==> src/rtl/cppc_pkg.sv <==
package cppc_pkg;

  // ----------------------------------------------------------------
  // Timing figures and derived cycle counts
  // ----------------------------------------------------------------
  localparam int CLK_PERIOD_NS = 10;
  localparam int POWERUP_DELAY_MS = 10;
  localparam int BOVP_BLANK_US = 180;
  localparam int OC_DELAY_US = 170;
  localparam int OVP_RESPONSE_US = 1;
  localparam int RAMP_STEP_NS = 4000;
  localparam int POWERUP_DELAY_CYC = (POWERUP_DELAY_MS * 1000000) / CLK_PERIOD_NS;
  localparam int BOVP_BLANK_CYC = (BOVP_BLANK_US * 1000) / CLK_PERIOD_NS;
  localparam int OC_DELAY_CYC = (OC_DELAY_US * 1000) / CLK_PERIOD_NS;
  localparam int OVP_RESPONSE_CYC = (OVP_RESPONSE_US * 1000) / CLK_PERIOD_NS;
  localparam int RAMP_STEP_CYC = (RAMP_STEP_NS + CLK_PERIOD_NS - 1) / CLK_PERIOD_NS;

  // ----------------------------------------------------------------
  // Event counting
  // ----------------------------------------------------------------
  localparam int EVENT_CNT_W = 4;
  localparam logic [3:0] BOVP_LAST_EVENT = 4'hf;
  localparam logic [3:0] OC_LAST_EVENT = 4'h7;
  localparam logic [3:0] EVENT_ZERO = 4'h0;
  localparam logic [3:0] EVENT_ONE = 4'h1;

  // ----------------------------------------------------------------
  // Soft-start ramp
  // ----------------------------------------------------------------
  localparam int RAMP_W = 8;
  localparam logic [7:0] RAMP_ZERO = 8'h00;
  localparam logic [7:0] RAMP_ONE = 8'h01;
  localparam logic [7:0] RAMP_FULL = 8'hff;

  // Comparator trips from the analog front end.
  typedef struct packed {
    logic overvoltage_trip;
    logic battery_overvoltage;
    logic overcurrent_trip;
    logic temp_above_hot;
    logic temp_below_cool;
  } cppc_trip_type;

  localparam int TRIP_W = 5;
  localparam int SYNC_W = TRIP_W + 2;

  typedef enum logic [3:0] {
    ST_OFF = 4'h1,
    ST_DELAY = 4'h2,
    ST_RAMP = 4'h4,
    ST_ON = 4'h8
  } cppc_state_type;

endpackage

==> src/rtl/cppc_top.sv <==
`timescale 1ns/1ps
`default_nettype none

// Function
// RULE1: Fault flag pulled low while any protection condition is active.
// RULE2: Pass switch stays off while supply-good is not asserted.
// RULE3: Ten millisecond wait after supply-good, then reset state and soft-start.
// RULE4: Soft-start ramps the switch drive in small timed steps.
// RULE5: Input overvoltage turns the switch off within one microsecond, unfiltered.
// RULE6: When input overvoltage clears, delay and soft-start run again.
// RULE7: Switch never enables while input overvoltage persists, even during delay.
// RULE8: Battery overvoltage acts only after 180 microseconds of continuous assertion.
// RULE9: Sixteen confirmed battery overvoltage events latch the switch off permanently.
// RULE10: Losing input power clears counters and latches and restarts power-up.
// RULE11: Overcurrent is evaluated only while the pass switch is on.
// RULE12: Overcurrent acts only after persisting 170 microseconds, then switches off.
// RULE13: Eight overcurrent events latch off until power cycle or enable toggle.
// RULE14: Over-temperature switches off until the cool indication is seen.
// RULE15: All delays timed by counters on one clock, restarted on input drop.
// RULE16: Fault flag held low while either counting latch-off is set.
module cppc_top #(
  parameter int POWERUP_CYC = cppc_pkg::POWERUP_DELAY_CYC,
  parameter int BOVP_CYC = cppc_pkg::BOVP_BLANK_CYC,
  parameter int OC_CYC = cppc_pkg::OC_DELAY_CYC,
  parameter int STEP_CYC = cppc_pkg::RAMP_STEP_CYC
) (
  input wire logic sys_clk_in,
  input wire logic rst_in,
  input wire logic supply_good_in,
  input wire logic enable_in,
  input wire cppc_pkg::cppc_trip_type trip_in,
  output logic pass_switch_on_out,
  output logic [cppc_pkg::RAMP_W-1:0] gate_drive_out,
  output logic fault_out,
  output logic fault_oe_n_out
);
  import cppc_pkg::*;

  localparam int PU_W = $clog2(POWERUP_CYC + 1);
  localparam int BO_W = $clog2(BOVP_CYC + 1);
  localparam int OC_W = $clog2(OC_CYC + 1);
  localparam int ST_W = $clog2(STEP_CYC + 1);
  localparam logic [PU_W-1:0] PU_LAST = PU_W'(POWERUP_CYC - 1);
  localparam logic [BO_W-1:0] BO_LAST = BO_W'(BOVP_CYC - 1);
  localparam logic [OC_W-1:0] OC_LAST = OC_W'(OC_CYC - 1);
  localparam logic [ST_W-1:0] ST_LAST = ST_W'(STEP_CYC - 1);

  // ----------------------------------------------------------------
  // Input synchronisers
  // ----------------------------------------------------------------
  logic [SYNC_W-1:0] sync_meta;
  logic [SYNC_W-1:0] sync_q;
  logic en_prev;
  cppc_trip_type trip_s;
  logic good_s;
  logic en_s;

  // The synchronisers carry no reset, so they already hold the pin levels when reset
  // ends and the enable edge detector never reports a false toggle at that moment.
  always_ff @(posedge sys_clk_in)
  begin
    sync_meta <= {supply_good_in, enable_in, trip_in};
    sync_q <= sync_meta;
  end

  assign trip_s = cppc_trip_type'(sync_q[TRIP_W-1:0]);
  assign en_s = sync_q[TRIP_W];
  assign good_s = sync_q[TRIP_W+1];

  always_ff @(posedge sys_clk_in)
  begin
    en_prev <= en_s;
  end

  logic en_toggle;
  logic power_clear;
  assign en_toggle = en_s ^ en_prev;
  // RULE10: power loss clears
  assign power_clear = rst_in | ~good_s;

  // ----------------------------------------------------------------
  // State and fault holds
  // ----------------------------------------------------------------
  cppc_state_type state;
  cppc_state_type next_state;
  logic [PU_W-1:0] pu_cnt;
  logic [BO_W-1:0] bo_cnt;
  logic [OC_W-1:0] oc_cnt;
  logic [ST_W-1:0] step_cnt;
  logic [RAMP_W-1:0] ramp;
  logic [EVENT_CNT_W-1:0] bovp_events;
  logic [EVENT_CNT_W-1:0] oc_events;
  logic bovp_hold;
  logic oc_hold;
  logic hot_hold;
  logic bovp_latch;
  logic oc_latch;
  logic bovp_pulse;
  logic oc_pulse;
  logic switch_live;
  logic blocked;
  logic any_fault;

  assign switch_live = (state == ST_RAMP) || (state == ST_ON);
  // RULE8: blanking confirms a battery event
  assign bovp_pulse = trip_s.battery_overvoltage & ~bovp_hold & (bo_cnt == BO_LAST);
  // RULE11: overcurrent only sensed while on
  assign oc_pulse = trip_s.overcurrent_trip & switch_live & ~oc_hold & (oc_cnt == OC_LAST);
  // RULE1: any protection condition
  assign any_fault = trip_s.overvoltage_trip | bovp_hold | oc_hold | hot_hold
    | bovp_latch | oc_latch;
  // RULE7: overvoltage blocks delay and ramp
  assign blocked = ~good_s | any_fault | bovp_pulse | oc_pulse;

  // RULE15: battery blanking timer restarts on drop
  always_ff @(posedge sys_clk_in)
  begin
    if (power_clear || !trip_s.battery_overvoltage || bovp_hold)
      bo_cnt <= '0;
    else if (bo_cnt != BO_LAST)
      bo_cnt <= bo_cnt + BO_W'(1);
  end

  // RULE12: overcurrent delay filter
  always_ff @(posedge sys_clk_in)
  begin
    if (power_clear || !trip_s.overcurrent_trip || !switch_live || oc_hold)
      oc_cnt <= '0;
    else if (oc_cnt != OC_LAST)
      oc_cnt <= oc_cnt + OC_W'(1);
  end

  // The set term is tested before the comparator clear so an event never loses to it; power_clear wins over both.
  always_ff @(posedge sys_clk_in)
  begin
    if (power_clear)
      bovp_hold <= 1'b0;
    else if (bovp_pulse)
      bovp_hold <= 1'b1;
    else if (!trip_s.battery_overvoltage)
      bovp_hold <= 1'b0;
  end

  // The switch is off once this holds, so the comparator falls and releases it.
  always_ff @(posedge sys_clk_in)
  begin
    if (power_clear)
      oc_hold <= 1'b0;
    else if (oc_pulse)
      oc_hold <= 1'b1;
    else if (!trip_s.overcurrent_trip)
      oc_hold <= 1'b0;
  end

  // RULE14: thermal hysteresis hold
  always_ff @(posedge sys_clk_in)
  begin
    if (rst_in)
      hot_hold <= 1'b0;
    else if (trip_s.temp_above_hot)
      hot_hold <= 1'b1;
    else if (trip_s.temp_below_cool)
      hot_hold <= 1'b0;
  end

  // RULE9: sixteenth battery event latches
  always_ff @(posedge sys_clk_in)
  begin
    if (power_clear)
    begin
      bovp_events <= EVENT_ZERO;
      bovp_latch <= 1'b0;
    end
    else if (bovp_pulse)
    begin
      bovp_events <= bovp_events + EVENT_ONE;
      if (bovp_events == BOVP_LAST_EVENT)
        bovp_latch <= 1'b1;
    end
  end

  // RULE13: eighth overcurrent event latches
  always_ff @(posedge sys_clk_in)
  begin
    if (power_clear)
    begin
      oc_events <= EVENT_ZERO;
      oc_latch <= 1'b0;
    end
    else if (oc_pulse)
    begin
      oc_events <= oc_events + EVENT_ONE;
      if (oc_events == OC_LAST_EVENT)
        oc_latch <= 1'b1;
    end
    else if (en_toggle)
    begin
      oc_events <= EVENT_ZERO;
      oc_latch <= 1'b0;
    end
  end

  // ----------------------------------------------------------------
  // Power-up sequencer
  // ----------------------------------------------------------------
  always_comb
  begin
    next_state = state;
    // RULE2: off without supply-good
    if (blocked)
      next_state = ST_OFF;
    else
    begin
      unique case (state)
        // RULE6: clear fault restarts delay
        ST_OFF: next_state = ST_DELAY;
        // RULE3: delay expiry starts ramp
        ST_DELAY: if (pu_cnt == PU_LAST) next_state = ST_RAMP;
        ST_RAMP: if (ramp == RAMP_FULL) next_state = ST_ON;
        ST_ON: next_state = ST_ON;
        default: next_state = ST_OFF;
      endcase
    end
  end

  always_ff @(posedge sys_clk_in)
  begin
    if (rst_in)
      state <= ST_OFF;
    else
      state <= next_state;
  end

  // RULE15: power-up delay counter
  always_ff @(posedge sys_clk_in)
  begin
    if (rst_in || state != ST_DELAY || blocked)
      pu_cnt <= '0;
    else if (pu_cnt != PU_LAST)
      pu_cnt <= pu_cnt + PU_W'(1);
  end

  // RULE4: stepped ramp
  always_ff @(posedge sys_clk_in)
  begin
    if (rst_in || state != ST_RAMP || blocked)
      step_cnt <= '0;
    else if (step_cnt == ST_LAST)
      step_cnt <= '0;
    else
      step_cnt <= step_cnt + ST_W'(1);
  end

  // RULE5: drive falls at once on any block
  always_ff @(posedge sys_clk_in)
  begin
    if (rst_in || blocked || !switch_live)
      ramp <= RAMP_ZERO;
    else if (state == ST_RAMP && step_cnt == ST_LAST && ramp != RAMP_FULL)
      ramp <= ramp + RAMP_ONE;
  end

  // ----------------------------------------------------------------
  // Outputs
  // ----------------------------------------------------------------
  always_ff @(posedge sys_clk_in)
  begin
    if (rst_in)
    begin
      pass_switch_on_out <= 1'b0;
      gate_drive_out <= RAMP_ZERO;
    end
    else
    begin
      pass_switch_on_out <= switch_live & ~blocked;
      gate_drive_out <= blocked ? RAMP_ZERO : ramp;
    end
  end

  // RULE16: latches keep the flag driven
  always_ff @(posedge sys_clk_in)
  begin
    fault_out <= 1'b0;
    if (rst_in)
      fault_oe_n_out <= 1'b1;
    else
      fault_oe_n_out <= ~(any_fault | bovp_pulse | oc_pulse);
  end
endmodule

`default_nettype wire
==> config.mk <==
export PLATFORM = sky130hd
export DESIGN_NAME = cppc_top
export DESIGN_NICKNAME = d
export VERILOG_FILES = /design/src/rtl/cppc_pkg.sv /design/src/rtl/cppc_top.sv
export SDC_FILE = /design/constraint.sdc
export NUM_CORES = 1
export LEC_CHECK = 0
export ABC_CLOCK_PERIOD_IN_PS = 2850
export BUFFER_PORTS_ARGS = -buffer_cell sky130_fd_sc_hd__buf_2
export CORE_ASPECT_RATIO = 0.5
export CORE_MARGIN = 2
export CORE_UTILIZATION = 45
export CTS_CLUSTER_SIZE = 20
export DETAILED_ROUTE_END_ITERATION = 6
export GPL_TIMING_DRIVEN = 0
export HOLD_SLACK_MARGIN = 0.1
export PLACE_DENSITY = 0.68
export SLEW_MARGIN = 20
export SYNTH_ARGS = -nofsm -noshare
export SYNTH_HDL_FRONTEND = slang
export SYNTH_SLANG_ARGS = --single-unit
==> constraint.sdc <==
create_clock -name sys_clk_in -period 2.85 [get_ports sys_clk_in]
set_input_delay 0.285 -clock sys_clk_in [delete_from_list [all_inputs] [get_ports sys_clk_in]]
set_output_delay 0.285 -clock sys_clk_in [all_outputs]
set_load 0.1 [all_outputs]
==> impl_metrics.json <==
{
  "die_h_um": 74.3,
  "drt_iter0_drc": 170,
  "syn_area_sq_um": 4450,
  "synthesis.nets": 490,
  "place_hpwl_mm": 5.17,
  "hold_viol_final": 0,
  "finalSetupTns_ns": 0,
  "cp_data_required_time_ns": 3.08,
  "cts.hold.buffers_added": 7,
  "syn_area_per_cell_sq_um": 9.39,
  "vias_per_cell": 5.05,
  "fin_skew_ns": 0.00664,
  "holdWs_ns": 0.147,
  "critPathMaxFanout": 10,
  "overflow": 0,
  "r2r_start": "bo_cnt[0]$_SDFFE_PP0N_",
  "post_cts_resized": 0,
  "avgRoutedWirePerCell_um": 11.6,
  "ys.warnings.count": 0,
  "crit_arrival_ns": 2.65,
  "tightest_slew_ns": 0.949,
  "ant_nets": 0,
  "drive_above_1_share": 0.111,
  "post-route-min-period_ns": 2.42,
  "worstSetupEndpointType": "register",
  "reg2reg_slack_ns": 0.43,
  "grt_max_degree": 18,
  "areaGrowthSynthToFinish_pct": 14.6,
  "leakage_nw": 1.78,
  "finalNetCount": 526,
  "clock.fmax_ghz": 0.413,
  "vias": 3282,
  "met2WireLength_mm": 3.43,
  "hold_start": "rst_in",
  "cts-buffers-inserted": 9,
  "synthArstFlopShare": 0,
  "clk_pin_slew_ns": 0.07,
  "rsz0062_at_grt": "false",
  "fin_crit_sh": 0.850,
  "wl_met3_um": 205,
  "clockBufferDepth": 2,
  "hold_depth": 2,
  "status": "completed",
  "cts_root_buf": "clkbuf_16",
  "reg2reg_depth": 7,
  "critPathLaunchType": "register",
  "coreArea_sq_um": 9540,
  "power_density_nw_per_um2": 567,
  "grt_pass1_vias": 2997,
  "whs_endpoint": "hot_hold$_SDFFE_PP0P_",
  "place_ws_ns": 0.402,
  "synth-main-ff-cell": "dfxtp_1",
  "syn_inst": 474,
  "place_congestion": 0.826,
  "dieWidth_um": 145,
  "layout_common_cells": "dfxtp_1 (109), nor2_1 (65), xor2_1 (33)",
  "track_usage": 0.157,
  "min_path_type": "input port to register",
  "num_antenna_cells": 0,
  "drtPass1Iterations": 4,
  "setup_violations": 0,
  "ys_seq_area_frac": 0.490,
  "port_buffers": 18,
  "final_common_cell": "dfxtp_1",
  "drc": 0,
  "synth_edf_count": 0,
  "synth.distinct_cells": 55,
  "top_layer_used": "met4",
  "synth-seq-cells": 109,
  "relSlewSlack": 0.362,
  "grt_pass1_wl_mm": 13.3,
  "slew_violations": 0,
  "std_cell_rows": 25,
  "drv_cap": 0,
  "vdd_ir_drop_max_v": 0.000332,
  "postCtsSetupRepairBufs": 0,
  "clock-sinks": 109,
  "wirelength_mm": 7.57,
  "die-area_sq_um": 10800,
  "grt_antenna_before_repair": 0,
  "power_mw": 2.89,
  "pin_count": 20,
  "start_util": 0.467,
  "cts_max_level": 3,
  "worstSkewPairLatency_ns": 0.34,
  "worst-setup-path-type": "register to register",
  "cts_tree": "done",
  "fin_ws_ns": 0.428,
  "wl_met1_mm": 3.88,
  "rr_endpoint": "pu_cnt[7]$_SDFFE_PP0N_"
}
==> flip-flops by register name, summed over array words and instances, names as in the netlist <==
name and flops:
fault_oe_n_out 1, oc_cnt 15, en_prev 1, oc_hold 1, bovp_events 4, sync_meta 7
ramp 8, state 4, oc_events 4, bovp_hold 1, sync_q 7, hot_hold 1
gate_drive_out 8, bo_cnt 15, bovp_latch 1, pu_cnt 20, oc_latch 1, pass_switch_on_out 1
step_cnt 9
==> cells by family (layout without fill, tap and decap cells) <==
logic type	Yosys count	after routing	synth area share
other cells	1	1	0.000842
fa+ha+maj	7	7	0.0197
simple gates	236	236	0.291
mux	4	4	0.00899
flops	109	109	0.490
compound gates	36	36	0.0514
xor+xnor	58	58	0.114
buf+inv	23	64	0.0236
==> layout make-up <==
class / count / area, sq um
repair buffers: 25 / 160
plain buffers: 12 / 63.8
flip-flops and latches: 109 / 2180
multi-input cells: 342 / 2160
fillers: 835 / 4440
clock inverters: 4 / 52.6
clock buffers: 12 / 267
inverters: 11 / 41.3
well taps: 135 / 169
==> per-stage QoR <==
step	cell area, sq um	cells	utilization
2_1_floorplan	4450	474	-
3_3_place_gp	4710	627	0.494
3_5_place_dp	4710	627	0.494
4_1_cts	5100	650	0.535
5_1_grt	5100	650	0.535
6_report	5100	650	0.535
==> cell usage after synthesis (2+ instances only) <==
master,n,area [sq um]
nor4_1,5,31.3
mux2i_1,4,40.0
inv_1,11,41.3
nor3_1,22,110
clkbuf_1,4,15.0
nor4b_2,2,30.0
a21oi_1,13,65.1
nand3b_1,2,15.0
nor2b_1,2,12.5
and3_1,12,75.1
nand3_1,28,140
dfxtp_1,109,2180
a31oi_1,2,12.5
nor2_1,65,244
nand2b_1,9,56.3
nor4b_1,3,26.3
ha_1,7,87.6
and4_1,2,17.5
o21ai_0,11,55.1
xor2_1,33,289
nand4_2,2,25.0
nand2_1,31,116
or3_1,10,62.6
nand4_1,14,87.6
xnor2_1,25,219
nand4b_1,3,26.3
and2_1,10,62.6
buf_2,6,30.0
==> metal layers <==
| metal | up-vias | GRT usage |
|---|---|---|
| li1 | 1708 | - |
| met5 | - | 0 |
| met1 | 1531 | 0.207 |
| met4 | 0 | 0.0410 |
| met2 | 37 | 0.249 |
| met3 | 6 | 0.0580 |
==> report_power, final <==
part           leakage, nW  internal (mW)  switching [mW]
sequential           0.884           1.54         0.00670
clock                0.159          0.756           0.535
combinational        0.736         0.0222          0.0358
==> worst max-delay path by stage <==
stage,start,end,slack (ns)
floorplan,oc_cnt[0]$_SDFFE_PP0P_,oc_events[3]$_SDFFE_PP0P_,0.86
detailed placement,bo_cnt[0]$_SDFFE_PP0N_,pu_cnt[1]$_SDFFE_PP0N_,0.40
CTS,oc_cnt[0]$_SDFFE_PP0P_,gate_drive_out[5]$_SDFF_PP0_,0.41
finish,bo_cnt[0]$_SDFFE_PP0N_,pu_cnt[7]$_SDFFE_PP0N_,0.43
global placement,bo_cnt[0]$_SDFFE_PP0N_,pu_cnt[15]$_SDFFE_PP0N_,0.40
global route,oc_cnt[0]$_SDFFE_PP0P_,gate_drive_out[5]$_SDFF_PP0_,0.13
==> worst max-delay path: stages, from the launching register on <==
cell and delay (ns):
dfxtp_1 0.39, ha_1 0.22, and3_1 0.24, nand4_2 0.32, o311ai_2 0.61, nand2b_1 0.22, buf_2 0.23, nor2_1 0.08
No activity file was read; power rests on OpenSTA's default activity.
